--- config.mk ---
export PLATFORM = sky130hd
export DESIGN_NAME = iopj_top
export DESIGN_NICKNAME = d
export VERILOG_FILES = /design/src/hw/iopj_pkg.sv /design/src/hw/iopj_axis.sv /design/src/hw/iopj_dio.sv /design/src/hw/iopj_top.sv
export VERILOG_INCLUDE_DIRS = /design/src /design/src/hw
export SDC_FILE = /design/constraint.sdc
export NUM_CORES = 2
export LEC_CHECK = 0
export BUFFER_PORTS_ARGS = -buffer_cell sky130_fd_sc_hd__buf_2
export CORE_AREA = 2 2 510 512
export CTS_CLUSTER_DIAMETER = 150
export DETAILED_ROUTE_END_ITERATION = 8
export DIE_AREA = 0 0 512 514
export PLACE_DENSITY = 0.43
export SLEW_MARGIN = 20
export SYNTH_ARGS = -nofsm -noshare
export SYNTH_HDL_FRONTEND = slang
export SYNTH_SLANG_ARGS = --single-unit
--- constraint.sdc ---
create_clock -name clock_i -period 36.4 [get_ports clock_i]
set_input_delay 3.64 -clock clock_i [delete_from_list [all_inputs] [get_ports clock_i]]
set_output_delay 3.64 -clock clock_i [all_outputs]
set_load 0.01 [all_outputs]
--- src/hw/iopj_map.svh ---
`ifndef IOPJ_MAP_SVH
`define IOPJ_MAP_SVH
// ----------------------------------------
// polarity word layout
// ----------------------------------------
`define IOPJ_POL_PULSE 0
`define IOPJ_POL_DIR 1
`define IOPJ_POL_ENC_LO 8
`define IOPJ_POL_DIN 10
`define IOPJ_POL_DOUT 11
`define IOPJ_POL_LINE0 13
`define IOPJ_POL_MASK 14'h3FE3
`define IOPJ_POL_RST 14'h0000
// ----------------------------------------
// ranges and reset values
// ----------------------------------------
`define IOPJ_BYTE_MAX 32'h000000FF
`define IOPJ_EN_MAX 32'h00000003
`define IOPJ_MV_FULL 13'h1388
`define IOPJ_MV_MID 14'h09C4
`define IOPJ_ADC_FULL 23'h0003FF
`define IOPJ_SPD_RST 16'h03E8
`define IOPJ_DEL_RST 16'h000A
`define IOPJ_TOL_RST 13'h0064
`define IOPJ_LIM_POS 32'h7FFFFFFF
`define IOPJ_LIM_NEG 32'h80000000
`define IOPJ_INNER_SHIFT 1
// ----------------------------------------
// timing
// ----------------------------------------
`define IOPJ_CLK_NS 10
`define IOPJ_TICK_NS 1000000
`define IOPJ_TICK_CYC (`IOPJ_TICK_NS / `IOPJ_CLK_NS)
`endif

--- src/hw/iopj_pkg.sv ---
`default_nettype none
package iopj_pkg;
  `include "iopj_map.svh"

  typedef enum logic [3:0] {
    SEL_DIN, SEL_DIN_BIT, SEL_DOUT, SEL_DOUT_BIT, SEL_BOOT, SEL_STORE,
    SEL_AIN, SEL_STICK_EN, SEL_MAXSPD, SEL_DELTA, SEL_TOL, SEL_LIMIT,
    SEL_POL
  } iopj_sel_e;

  typedef logic signed [31:0] iopj_pos_t;
  typedef logic [15:0] iopj_spd_t;
  typedef logic [12:0] iopj_mv_t;

  // converter code to millivolts
  function automatic iopj_mv_t iopj_mv_of(input logic [9:0] code);
    logic [22:0] p;
    p = 23'(code) * 23'(`IOPJ_MV_FULL);
    return 13'(p / `IOPJ_ADC_FULL);
  endfunction : iopj_mv_of

  // decoding multiplier from polarity bits 9:8
  function automatic logic [2:0] iopj_enc_mult(input logic [1:0] code);
    case (code)
      2'h1: return 3'h2;
      2'h2: return 3'h4;
      default: return 3'h1;
    endcase
  endfunction : iopj_enc_mult
endpackage : iopj_pkg
`default_nettype wire

--- src/hw/iopj_axis.sv ---
`default_nettype none
`include "iopj_map.svh"
module iopj_axis
  import iopj_pkg::*;
(
  input wire logic clock_i,
  input wire logic rst_i,
  input wire logic tick_i,
  input wire logic en_i,
  input wire iopj_pkg::iopj_mv_t mv_i,
  input wire iopj_pkg::iopj_spd_t max_spd_i,
  input wire iopj_pkg::iopj_spd_t delta_i,
  input wire iopj_pkg::iopj_mv_t tol_i,
  input wire iopj_pkg::iopj_pos_t lim_no_i,
  input wire iopj_pkg::iopj_pos_t lim_ni_i,
  input wire iopj_pkg::iopj_pos_t lim_pi_i,
  input wire iopj_pkg::iopj_pos_t lim_po_i,
  input wire iopj_pkg::iopj_pos_t pos_i,
  input wire logic dir_inv_i,
  output iopj_pkg::iopj_spd_t speed_o,
  output logic dir_o
);
  logic signed [17:0] vel_r, vel_nxt, tgt, diff;
  logic signed [13:0] dev;
  logic [12:0] mag;
  logic [28:0] prod;
  logic [15:0] tgt_mag;
  logic in_zone, stop_pos, stop_neg;
  iopj_spd_t speed_nxt;

  always_comb begin
    dev = $signed({1'b0, mv_i}) - $signed(`IOPJ_MV_MID);
    mag = dev[13] ? 13'(-dev) : dev[12:0];
    in_zone = mag <= tol_i;
    prod = 29'(max_spd_i) * 29'(mag);
    tgt_mag = 16'(prod / 29'(`IOPJ_MV_MID));
    if ((!dev[13] && pos_i > lim_pi_i) || (dev[13] && pos_i < lim_ni_i))
      tgt_mag = tgt_mag >> `IOPJ_INNER_SHIFT;
    stop_pos = pos_i >= lim_po_i;
    stop_neg = pos_i <= lim_no_i;
    tgt = dev[13] ? -$signed({2'b00, tgt_mag}) : $signed({2'b00, tgt_mag});
    if (!en_i || in_zone || (!dev[13] && stop_pos) || (dev[13] && stop_neg))
      tgt = '0;
    diff = tgt - vel_r;
    vel_nxt = vel_r;
    if (tick_i) begin
      if (diff > $signed({2'b00, delta_i}))
        vel_nxt = vel_r + $signed({2'b00, delta_i});
      else if (diff < -$signed({2'b00, delta_i}))
        vel_nxt = vel_r - $signed({2'b00, delta_i});
      else
        vel_nxt = tgt;
    end
    if (!en_i || (vel_nxt > 0 && stop_pos) || (vel_nxt < 0 && stop_neg))
      vel_nxt = '0;
    speed_nxt = vel_nxt[17] ? 16'(-vel_nxt) : vel_nxt[15:0];
  end

  always_ff @(posedge clock_i or posedge rst_i) begin
    if (rst_i) begin
      vel_r <= '0;
      speed_o <= '0;
      dir_o <= 1'b0;
    end else begin
      vel_r <= vel_nxt;
      speed_o <= speed_nxt;
      dir_o <= vel_nxt[17] ^ dir_inv_i;
    end
  end
endmodule : iopj_axis
`default_nettype wire

--- src/hw/iopj_dio.sv ---
`default_nettype none
module iopj_dio (
  input wire logic clock_i,
  input wire logic rst_i,
  input wire logic [7:0] din_raw_i,
  input wire logic din_inv_i,
  input wire logic [7:0] dout_val_i,
  input wire logic dout_inv_i,
  output logic [7:0] status_o,
  output logic [7:0] drive_o
);
  logic [7:0] status_nxt;
  logic [7:0] drive_nxt;

  always_comb begin
    status_nxt = din_raw_i ^ {8{din_inv_i}};
    drive_nxt = dout_val_i ^ {8{dout_inv_i}};
  end

  always_ff @(posedge clock_i or posedge rst_i) begin
    if (rst_i) begin
      status_o <= 8'h00;
      drive_o <= 8'h00;
    end else begin
      status_o <= status_nxt;
      drive_o <= drive_nxt;
    end
  end
endmodule : iopj_dio
`default_nettype wire

--- src/hw/iopj_top.sv ---
`default_nettype none
`include "iopj_map.svh"
module iopj_top
  import iopj_pkg::*;
#(
  parameter int TICK_CYCLES = `IOPJ_TICK_CYC
) (
  input wire logic clock_i,
  input wire logic rst_i,
  input wire logic cmd_valid_i,
  input wire logic cmd_write_i,
  input wire iopj_pkg::iopj_sel_e cmd_sel_i,
  input wire logic [3:0] cmd_idx_i,
  input wire logic [31:0] cmd_data_i,
  input wire logic [7:0] din_raw_i,
  input wire logic [7:0] boot_nv_i,
  input wire logic [9:0] adc_x_i,
  input wire logic [9:0] adc_y_i,
  input wire iopj_pkg::iopj_pos_t pos_x_i,
  input wire iopj_pkg::iopj_pos_t pos_y_i,
  output logic rsp_valid_o,
  output logic rsp_err_o,
  output logic [31:0] rsp_data_o,
  output logic [7:0] dout_o,
  output logic boot_store_o,
  output logic [7:0] boot_data_o,
  output iopj_pkg::iopj_spd_t x_speed_o,
  output logic x_dir_o,
  output iopj_pkg::iopj_spd_t y_speed_o,
  output logic y_dir_o,
  output logic [1:0] verify_off_o,
  output logic [13:0] pol_x_o,
  output logic [13:0] pol_y_o,
  output logic [2:0] enc_mult_x_o,
  output logic [2:0] enc_mult_y_o,
  output logic [1:0] err_line0_o
);
  import iopj_pkg::*;

  // ----------------------------------------
  // state
  // ----------------------------------------
  logic [7:0] dout_r, dout_nxt, boot_r, boot_nxt;
  logic boot_load_r, boot_load_nxt, store_nxt;
  logic [13:0] pol_r [2], pol_nxt [2];
  logic [2:0] enc_r [2], enc_nxt [2];
  logic [1:0] en_r, en_nxt;
  iopj_spd_t spd_r [2], spd_nxt [2], del_r [2], del_nxt [2];
  iopj_mv_t tol_r [2], tol_nxt [2], mv_r [2], mv_nxt [2];
  iopj_pos_t lim_r [8], lim_nxt [8];
  logic rsp_valid_nxt, rsp_err_nxt;
  logic [31:0] rsp_data_nxt;
  logic [31:0] tick_cnt_r, tick_cnt_nxt;
  logic tick;
  logic [7:0] din_stat;
  logic [2:0] bit_i;
  logic ax, idx8_ok, idx2_ok, wr;

  function automatic logic in_range(input logic [3:0] idx,
                                    input logic [3:0] top);
    return idx >= 4'h1 && idx <= top;
  endfunction : in_range

  // ----------------------------------------
  // digital io
  // ----------------------------------------
  iopj_dio u_dio (
    .clock_i(clock_i),
    .rst_i(rst_i),
    .din_raw_i(din_raw_i),
    .din_inv_i(pol_r[0][`IOPJ_POL_DIN]),
    .dout_val_i(dout_r),
    .dout_inv_i(pol_r[0][`IOPJ_POL_DOUT]),
    .status_o(din_stat),
    .drive_o(dout_o)
  );

  // ----------------------------------------
  // stick axes
  // ----------------------------------------
  iopj_axis u_ax_x (
    .clock_i(clock_i),
    .rst_i(rst_i),
    .tick_i(tick),
    .en_i(en_r[0]),
    .mv_i(mv_r[0]),
    .max_spd_i(spd_r[0]),
    .delta_i(del_r[0]),
    .tol_i(tol_r[0]),
    .lim_no_i(lim_r[0]),
    .lim_ni_i(lim_r[1]),
    .lim_pi_i(lim_r[2]),
    .lim_po_i(lim_r[3]),
    .pos_i(pos_x_i),
    .dir_inv_i(pol_r[0][`IOPJ_POL_DIR]),
    .speed_o(x_speed_o),
    .dir_o(x_dir_o)
  );

  iopj_axis u_ax_y (
    .clock_i(clock_i),
    .rst_i(rst_i),
    .tick_i(tick),
    .en_i(en_r[1]),
    .mv_i(mv_r[1]),
    .max_spd_i(spd_r[1]),
    .delta_i(del_r[1]),
    .tol_i(tol_r[1]),
    .lim_no_i(lim_r[4]),
    .lim_ni_i(lim_r[5]),
    .lim_pi_i(lim_r[6]),
    .lim_po_i(lim_r[7]),
    .pos_i(pos_y_i),
    .dir_inv_i(pol_r[1][`IOPJ_POL_DIR]),
    .speed_o(y_speed_o),
    .dir_o(y_dir_o)
  );

  // ----------------------------------------
  // command decode
  // ----------------------------------------
  always_comb begin
    tick = tick_cnt_r == 32'(TICK_CYCLES - 1);
    tick_cnt_nxt = tick ? 32'h0 : tick_cnt_r + 32'h1;
    mv_nxt[0] = iopj_mv_of(adc_x_i);
    mv_nxt[1] = iopj_mv_of(adc_y_i);
    bit_i = 3'(cmd_idx_i - 4'h1);
    ax = ~cmd_idx_i[0];
    idx8_ok = in_range(cmd_idx_i, 4'h8);
    idx2_ok = in_range(cmd_idx_i, 4'h2);
    wr = cmd_valid_i && cmd_write_i && !boot_load_r;
    dout_nxt = dout_r;
    boot_nxt = boot_r;
    boot_load_nxt = 1'b0;
    store_nxt = 1'b0;
    pol_nxt = pol_r;
    en_nxt = en_r;
    spd_nxt = spd_r;
    del_nxt = del_r;
    tol_nxt = tol_r;
    lim_nxt = lim_r;
    rsp_valid_nxt = cmd_valid_i && !boot_load_r;
    rsp_err_nxt = 1'b0;
    rsp_data_nxt = 32'h0;
    if (boot_load_r) begin
      dout_nxt = boot_nv_i;
      boot_nxt = boot_nv_i;
    end
    if (cmd_valid_i && !boot_load_r) begin
      case (cmd_sel_i)
        SEL_DIN: begin
          rsp_data_nxt = {24'h0, din_stat};
          rsp_err_nxt = cmd_write_i;
        end
        SEL_DIN_BIT: begin
          rsp_data_nxt = {31'h0, din_stat[bit_i]};
          rsp_err_nxt = cmd_write_i || !idx8_ok;
        end
        SEL_DOUT: begin
          rsp_data_nxt = {24'h0, dout_r};
          rsp_err_nxt = wr && cmd_data_i > `IOPJ_BYTE_MAX;
          if (wr && !rsp_err_nxt)
            dout_nxt = cmd_data_i[7:0];
        end
        SEL_DOUT_BIT: begin
          rsp_data_nxt = {31'h0, dout_r[bit_i]};
          rsp_err_nxt = !idx8_ok;
          if (wr && idx8_ok)
            dout_nxt[bit_i] = cmd_data_i[0];
        end
        SEL_BOOT: begin
          rsp_data_nxt = {24'h0, boot_r};
          rsp_err_nxt = wr && cmd_data_i > `IOPJ_BYTE_MAX;
          if (wr && !rsp_err_nxt)
            boot_nxt = cmd_data_i[7:0];
        end
        SEL_STORE: store_nxt = wr;
        SEL_AIN: begin
          rsp_data_nxt = {19'h0, mv_r[bit_i[0]]};
          rsp_err_nxt = cmd_write_i || !idx2_ok;
        end
        SEL_STICK_EN: begin
          rsp_data_nxt = {30'h0, en_r};
          rsp_err_nxt = wr && cmd_data_i > `IOPJ_EN_MAX;
          if (wr && !rsp_err_nxt)
            en_nxt = cmd_data_i[1:0];
        end
        SEL_MAXSPD: begin
          rsp_data_nxt = {16'h0, spd_r[ax]};
          rsp_err_nxt = !idx2_ok || (wr && cmd_data_i[31:16] != 16'h0);
          if (wr && !rsp_err_nxt)
            spd_nxt[ax] = cmd_data_i[15:0];
        end
        SEL_DELTA: begin
          rsp_data_nxt = {16'h0, del_r[ax]};
          rsp_err_nxt = !idx2_ok || (wr && cmd_data_i[31:16] != 16'h0);
          if (wr && !rsp_err_nxt)
            del_nxt[ax] = cmd_data_i[15:0];
        end
        SEL_TOL: begin
          rsp_data_nxt = {19'h0, tol_r[ax]};
          rsp_err_nxt = !idx2_ok ||
            (wr && cmd_data_i > 32'(`IOPJ_MV_FULL));
          if (wr && !rsp_err_nxt)
            tol_nxt[ax] = cmd_data_i[12:0];
        end
        SEL_LIMIT: begin
          rsp_data_nxt = lim_r[bit_i];
          rsp_err_nxt = !idx8_ok;
          if (wr && idx8_ok)
            lim_nxt[bit_i] = cmd_data_i;
        end
        SEL_POL: begin
          rsp_data_nxt = {18'h0, pol_r[ax]};
          rsp_err_nxt = !idx2_ok;
          if (wr && idx2_ok)
            pol_nxt[ax] = cmd_data_i[13:0] & `IOPJ_POL_MASK;
        end
        default: rsp_err_nxt = 1'b1;
      endcase
    end
    for (int i = 0; i < 2; i++)
      enc_nxt[i] = iopj_enc_mult(pol_nxt[i][9:8]);
  end

  always_ff @(posedge clock_i or posedge rst_i) begin
    if (rst_i) begin
      dout_r <= 8'h00;
      boot_r <= 8'h00;
      boot_load_r <= 1'b1;
      boot_store_o <= 1'b0;
      en_r <= 2'h0;
      rsp_valid_o <= 1'b0;
      rsp_err_o <= 1'b0;
      rsp_data_o <= 32'h0;
      tick_cnt_r <= 32'h0;
      for (int i = 0; i < 2; i++) begin
        pol_r[i] <= `IOPJ_POL_RST;
        enc_r[i] <= 3'h1;
        spd_r[i] <= `IOPJ_SPD_RST;
        del_r[i] <= `IOPJ_DEL_RST;
        tol_r[i] <= `IOPJ_TOL_RST;
        mv_r[i] <= 13'h0000;
      end
      for (int i = 0; i < 8; i++)
        lim_r[i] <= i[1] ? `IOPJ_LIM_POS : `IOPJ_LIM_NEG;
    end else begin
      dout_r <= dout_nxt;
      boot_r <= boot_nxt;
      boot_load_r <= boot_load_nxt;
      boot_store_o <= store_nxt;
      en_r <= en_nxt;
      rsp_valid_o <= rsp_valid_nxt;
      rsp_err_o <= rsp_err_nxt;
      rsp_data_o <= rsp_data_nxt;
      tick_cnt_r <= tick_cnt_nxt;
      pol_r <= pol_nxt;
      enc_r <= enc_nxt;
      spd_r <= spd_nxt;
      del_r <= del_nxt;
      tol_r <= tol_nxt;
      mv_r <= mv_nxt;
      lim_r <= lim_nxt;
    end
  end

  // ----------------------------------------
  // configuration outputs
  // ----------------------------------------
  assign boot_data_o = boot_r;
  assign verify_off_o = en_r;
  assign pol_x_o = pol_r[0];
  assign pol_y_o = pol_r[1];
  assign enc_mult_x_o = enc_r[0];
  assign enc_mult_y_o = enc_r[1];
  assign err_line0_o = {pol_r[1][`IOPJ_POL_LINE0],
                        pol_r[0][`IOPJ_POL_LINE0]};
endmodule : iopj_top
`default_nettype wire

* Word level (Yosys, flattened, before mapping)
Index checks and enable logic that the tools add are counted.
W data, S select, Z words.
** Storage, ports and cells
- Input port bits :: 144
- Output and inout port bits :: 123
- Register bits after elaboration :: 578
** Operators by class
- Reductions and logical operators :: 68
- Bitwise gates (word level) :: 8
- Equal/unequal tests :: 17
- Divide/modulo/power cells :: 4
- Add/subtract/negate cells :: 18
- $lt $le $gt $ge :: 31
- Multiplexer cells :: 77
- $mul :: 4
** Operator list (number)
- $pmux W32 S12 :: 1
- $bwmux W256 :: 1
- $mux W18 :: 12
- $mux W16 :: 11
- $mux W32 :: 5
- $mux W13 :: 9
- $bmux W32 S3 :: 1
- $demux W32 S3 :: 1
- $mux W24 :: 3
- $neg A16 Y18 :: 4
- $bwmux W32 :: 2
- $ge A32 B32 Y1 :: 2
- $gt A32 B32 Y1 :: 2
- $le A32 B32 Y1 :: 2
- $lt A32 B32 Y1 :: 2
- $mux W8 :: 8
- $div A29 B12 Y29 const B :: 2
- $mul A16 B13 Y29 :: 2
- $mux W14 :: 4
- $div A23 B10 Y23 const B :: 2
- $mul A10 B10 Y20 const B :: 2
- $add A18 B17 Y18 :: 2
- $gt A18 B1 Y1 const B :: 2
- $gt A18 B17 Y1 :: 2
- 53 further kinds :: 143

* Depth between registers and ports, before layout
- Depth in word-level cells :: 21
- Mapped depth :: 147
- Mapped depth without buffers :: 128

* Cells and area by module
A second synthesis with hierarchy kept.
** Second synthesis, totals
- Cells, all modules :: 9980
- Area, all modules :: 82397.8 µm²
** By module, submodules not included
- iopj_axis :: seq. area each 850.8 µm², cells an instance 3328, instances 2, area each 24194.5 µm²
- iopj_top :: seq. area each 12353.1 µm², cells an instance 3289, instances 1, area each 33442.1 µm²
- iopj_dio :: seq. area each 400.4 µm², cells an instance 35, instances 1, area each 566.8 µm²

* Worst setup path before layout
No wires, ideal clock.
- Path kind :: register to register
- From :: register mv_r[2] (netlist name)
- To :: register u_ax_y.speed_o[14]
- Buffers on the path :: 9
- Required time :: 36282 ps
- Cell stages (with the launch flop) :: 132
- Arrival :: 29790 ps
- Library setup time :: 118 ps
- Path slack :: 6491 ps
- Cell sequence :: dfrtp_1 -> or4_1 -> nand2b_1 -> nand2_1 -> a21o_1 -> clkbuf_1 -> clkbuf_1 -> nor2_1 -> xor2_1 -> clkbuf_1 -> nand2_1 -> fa_1 -> fa_1 -> fa_1 -> inv_1 -> fa_1 -> inv_1 -> fa_1 -> [96 not listed] -> nor2_1 -> a221oi_2 -> inv_2 -> a221o_1 -> a221o_1 -> a2111oi_2 -> and3_2 -> nand3_2 -> o21ai_1 -> nand2_1 -> ha_1 -> inv_1 -> nor2_1 -> nand2_1 -> o21ai_1 -> a31oi_1 -> xor2_1 -> nor2_1
** Between the ends
- Longest elaborated chain between the ends :: 21
- Elaborated cells on any way between the ends :: 34
** RTL lines
- start, declared :: RTL line iopj_top.sv:49 : iopj_mv_t tol_r [2], tol_nxt [2], mv_r [2], mv_nxt [2];
- start signal, assigned :: RTL line iopj_top.sv:262 : mv_r <= mv_nxt;
- $sub A13 B12 Y14 (*) :: RTL line iopj_axis.sv:32 : dev = $signed({1'b0, mv_i}) - $signed(`IOPJ_MV_MID);
- $neg A13 Y13 :: RTL line iopj_axis.sv:33 : mag = dev[13] ? 13'(-dev) : dev[12:0];
- $mux W13 :: RTL line iopj_axis.sv:33
- $mul A16 B13 Y29 :: RTL line iopj_axis.sv:35 : prod = 29'(max_spd_i) * 29'(mag);
- $div A29 B12 Y29 :: RTL line iopj_axis.sv:36 : tgt_mag = 16'(prod / 29'(`IOPJ_MV_MID));
- $mux W16 :: RTL line iopj_axis.sv:37 : if ((!dev[13] && pos_i > lim_pi_i) || (dev[13] && pos_i < lim_ni_i))
- $neg A16 Y18 :: RTL line iopj_axis.sv:41 : tgt = dev[13] ? -$signed({2'b00, tgt_mag}) : $signed({2'b00, tgt_mag});
- $mux W18 :: RTL line iopj_axis.sv:41
- [5 not listed]
- $mux W18 (*) :: RTL line iopj_axis.sv:46 : if (tick_i) begin
- $gt A18 B1 Y1 :: RTL line iopj_axis.sv:54 : if (!en_i || (vel_nxt > 0 && stop_pos) || (vel_nxt < 0 && stop_neg))
- $logic_and A1 B1 Y1 :: RTL line iopj_axis.sv:54
- $logic_or A1 B1 Y1 (2 in a row) :: RTL line iopj_axis.sv:54
- $mux W18 (*) :: RTL line iopj_axis.sv:54
- $neg A16 Y16 :: RTL line iopj_axis.sv:56 : speed_nxt = vel_nxt[17] ? 16'(-vel_nxt) : vel_nxt[15:0];
- $mux W16 (*) :: RTL line iopj_axis.sv:56
- named net u_ax_y.speed_nxt[14] :: RTL line iopj_axis.sv:29 : iopj_spd_t speed_nxt;
- end signal, assigned :: RTL line iopj_axis.sv:66 : speed_o <= speed_nxt;
- end, declared :: RTL line iopj_axis.sv:20 : output iopj_pkg::iopj_spd_t speed_o,
Mark *: on every way through the listed nets, which the timed path passes. The rest lies on a longest branch.
A chain may end at the register's enable or synchronous reset.

* Worst setup path after layout
- From :: register mv_r[16] (netlist name)
- To :: register u_ax_x.speed_o[12]
** Between the ends
- Longest elaborated chain between the ends :: 21
- Elaborated cells on any way between the ends :: 34
** RTL lines (RTL line)
- $sub A13 B12 Y14 (*) :: iopj_axis.sv:32
- $neg A13 Y13 :: iopj_axis.sv:33
- $mux W13 :: iopj_axis.sv:33
- $mul A16 B13 Y29 :: iopj_axis.sv:35
- $div A29 B12 Y29 :: iopj_axis.sv:36
- $mux W16 :: iopj_axis.sv:37
- $neg A16 Y18 :: iopj_axis.sv:41
- $mux W18 :: iopj_axis.sv:41
- [5 not listed]
- $mux W18 (*) :: iopj_axis.sv:46
- $gt A18 B1 Y1 :: iopj_axis.sv:54
- $logic_and A1 B1 Y1 :: iopj_axis.sv:54
- $logic_or A1 B1 Y1 (2 in a row) :: iopj_axis.sv:54
- $mux W18 (*) :: iopj_axis.sv:54
- $neg A16 Y16 :: iopj_axis.sv:56
- $mux W16 (*) :: iopj_axis.sv:56
- named net u_ax_x.speed_nxt[12] :: iopj_axis.sv:29
- end signal, assigned :: iopj_axis.sv:66
- end, declared :: iopj_axis.sv:20
Marked as above.

==> run metrics <==
Synth top area share=13.6%; reg-to-reg startpoint=mv_r[16]$_DFF_PP0_; Pre-antenna DRT Iters=7; Clock H-tree levels=3; first-pass GRT wire length=449000 µm; post-layout instance area=0.0856 mm²; CTS Buffer Depth=3; final hold violations=0; I/O Pins=267; root buf cell=clkbuf_16; Layout Utilization=33.2%; initial core utilization=29.8%; hold-critical path endpoint=tick_cnt_r[31]$_DFF_PP0_; number of fillers in the final layout=27300; row count=187; area of the multi-input gates=0.0581 mm²; clock transition at the registers of the reported paths=0.06 ns; core area=0.258 mm²; Port Buffers=260; CTS Sinks=570; WL final=298000 µm; slack of the worst reg-to-reg path=2.11 ns; die height=514 µm; Max stage delay cell, worst path=a21boi_1; register area=0.0145 mm²; Synth Flop Type=dfrtp_1; leak pwr=37.2 nW; fmax=0.0292 GHz; crit-path most repeated cell=a21oi_1; ys async rst share=100%; startpoint types=flip-flop; Synth area leaders=dfrtp_1, ha_1, fa_1; power per cell area=59.9 mW/mm²; pre-CTS setup slack=-0.853 ns; register bit count reported by yosys=570; CTS Buf Count=77; hold path cells=1; relative max-transition margin=25.0%; max-capacitance violation count=0; final worst slack=2.11 ns; vias in the first global route=69200; CP max FO=22; crit-path max cell delay=0.61 ns; Crit Path Class=reg -> reg; Final #Nets=10600; Comb pwr share=69.9%; Seq/Total Area, Yosys=18.8%; Seq pwr share=13.9%; die area=0.263 mm²; period utilization=94.2%; share of layout cells above drive strength 1=15.3%; Yosys cell types=158; Die W=512 µm; largest net degree at the start of global routing=150; Clock Latency Late Sink=0.76 ns; area post-placement=0.0819 mm²; Via Count=69800; switching pwr=2.75 mW; switch share=53.7%; GRT Total Usage=22.1%; initial antenna violation count=51; CP Capture Type=flip-flop; Pint=2.37 mW; WL per Instance=23.3 µm; Avg Cell Area, Syn=8.34 µm²; Hold Crit Start=tick_cnt_r[31]$_DFF_PP0_; outcome=finished clean; DRC=0; max-slew violations=0; Layout area overhead=11.3%; final setup vio count=0; Syn Std Cell Area=0.0769 mm²; CP required=36.97 ns; DR iter-0 viols=5191; Yosys Warn Count=0; Data arrival, critical path=34.86 ns; Max IR drop VDD=95.6 µV; worst r2r dst=u_ax_x.speed_o[12]$_DFF_PP0_; Worst Max-Slew Pin Slew=1.12 ns; worst r2r path cells=123; gpl congestion=0.964; post-route ant nets=0; Mapped Cells=9218; EDFF count, synth=0; Min Hold Slack=0.468 ns; Vias/cell=5.45; TritonCTS clock tree=yes; Congestion Overflow GR=0; HP Class=reg -> reg; Design Power=5.12 mW; clk_skew=0.0837 ns; clock power share=16.2%; DP HPWL=236000 µm; crit path time final=34.29 ns; cell taking the most area after synthesis=dfrtp_1
-- Yosys cell counts (all sizes together), types with 188 or more instances --
| cell type | instances |
|---|---|
| xnor2 | 374 |
| nand2 | 774 |
| a21oi | 542 |
| ha | 727 |
| inv | 959 |
| fa | 348 |
| dfrtp | 417 |
| o21ai | 472 |
| nor2 | 658 |
| xor2 | 224 |
| nand3 | 188 |
| clkbuf | 251 |
| mux2 | 387 |
| nor3 | 203 |
| and2 | 253 |
-- layout make-up --
type	instances	area share [%]
Antenna cell	30	0.0877
Clock buffer	111	2.56
Clock inverter	30	0.652
Inverter	961	4.23
Multi-Input combinational cell	7331	67.9
Sequential cell	570	16.9
Tap cell	3402	4.97
Timing Repair Buffer	391	2.70
-- flip-flops by register name, indices dropped and copies added (netlist names), 17 cells and up --
signal and count:
lim_r 256, del_r 32, rsp_data_o 32, spd_r 32
tick_cnt_r 32, mv_r 26, tol_r 26, u_ax_x.vel_r 17
u_ax_y.vel_r 17
-- how the worst max path moves through the flow --
stage	cells past startpoint	startpoint	slack, ns	end
final	123	mv_r[16]$_DFF_PP0_	2.11	u_ax_x.speed_o[12]$_DFF_PP0_
after global routing	124	mv_r[16]$_DFF_PP0_	-0.02	u_ax_x.speed_o[12]$_DFF_PP0_
after CTS	124	mv_r[15]$_DFF_PP0_	0.06	u_ax_x.speed_o[12]$_DFF_PP0_
after detailed placement	125	mv_r[15]$_DFF_PP0_	-0.85	u_ax_x.speed_o[12]$_DFF_PP0_
after global placement	124	mv_r[16]$_DFF_PP0_	-1.50	u_ax_x.speed_o[12]$_DFF_PP0_
after floorplan	131	mv_r[2]$_DFF_PP0_	6.49	u_ax_y.speed_o[14]$_DFF_PP0_
-- worst max-delay path, delay by kind of cell, from the launching register on --
kind / cells / cell delay [ns]
buffers and inverters: 8 / 1.08
adder cells (fa/ha/maj): 12 / 4.96
XOR/XNOR: 7 / 2.03
AO/OA/AOI/OAI: 60 / 15.41
flip-flops: 1 / 0.44
AND/OR/NAND/NOR: 32 / 8.62
multiplexers: 4 / 1.54
-- placed cells by master, fill, tap and decap left out, types with 348 or more instances in the layout --
master   netlist  layout
inv_1        947     946
ha_1         727     727
a21oi_1      521     514
nand2_1      774     765
fa_1         348     348
dfrtp_1      417     417
mux2_2       383     383
nor2_1       650     641
xnor2_1      368     357
o21ai_0      390     387
-- layer usage --
metal | share of wire, % | global-route usage, % | up-vias | wire, µm
li1 | - | - | 32900 | -
met3 | 5.0 | 2.72 | 403 | 14800
met4 | 4.9 | 10.2 | 24 | 14600
met5 | 0.053 | 0 | - | 157
met2 | 46 | 35.9 | 1745 | 137000
met1 | 44 | 29.1 | 34700 | 132000
-- logic make-up (layout without fill, tap and decap cells) --
group / count (synthesis) / after routing / share of synthesized area (%)
buf+inv: 1325 / 1493 / 6.74
other cells: 1 / 37 / 0.00488
compound gates: 2300 / 2302 / 21.0
mux: 469 / 469 / 6.76
simple gates: 2858 / 2858 / 18.5
flops: 570 / 570 / 18.8
fa+ha+maj: 1096 / 1096 / 21.2
xor+xnor: 599 / 599 / 6.98
-- stage by stage --
| stage | instances | TNS, ns |
|---|---|---|
| 4_1_cts | 12800 | 0 |
| 3_3_place_gp | 12600 | -13.76 |
| 3_5_place_dp | 12600 | -4.76 |
| 6_report | 12800 | 0 |
| 5_1_grt | 12800 | -0.0212 |
| 2_1_floorplan | 9224 | 0 |
-- power groups by stage --
stage | Sequential [mW] | Combinational, mW | Clock (mW)
3_3_place_gp | 0.719 | 3.48 | 0
6_report | 0.710 | 3.58 | 0.831
4_1_cts | 0.709 | 3.53 | 0.851
5_1_grt | 0.712 | 3.97 | 0.876
2_1_floorplan | 0.699 | 2.42 | 0
3_5_place_dp | 0.720 | 3.51 | 0
-- what timing repair did --
action,CTS,global route
hold buffers,0,0
gates resized for setup,7,107
setup buffers,0,27
cloned,0,2
pin swaps,1,13
setup endpoints to repair,12,68
Power figures use the tool's default switching activity.
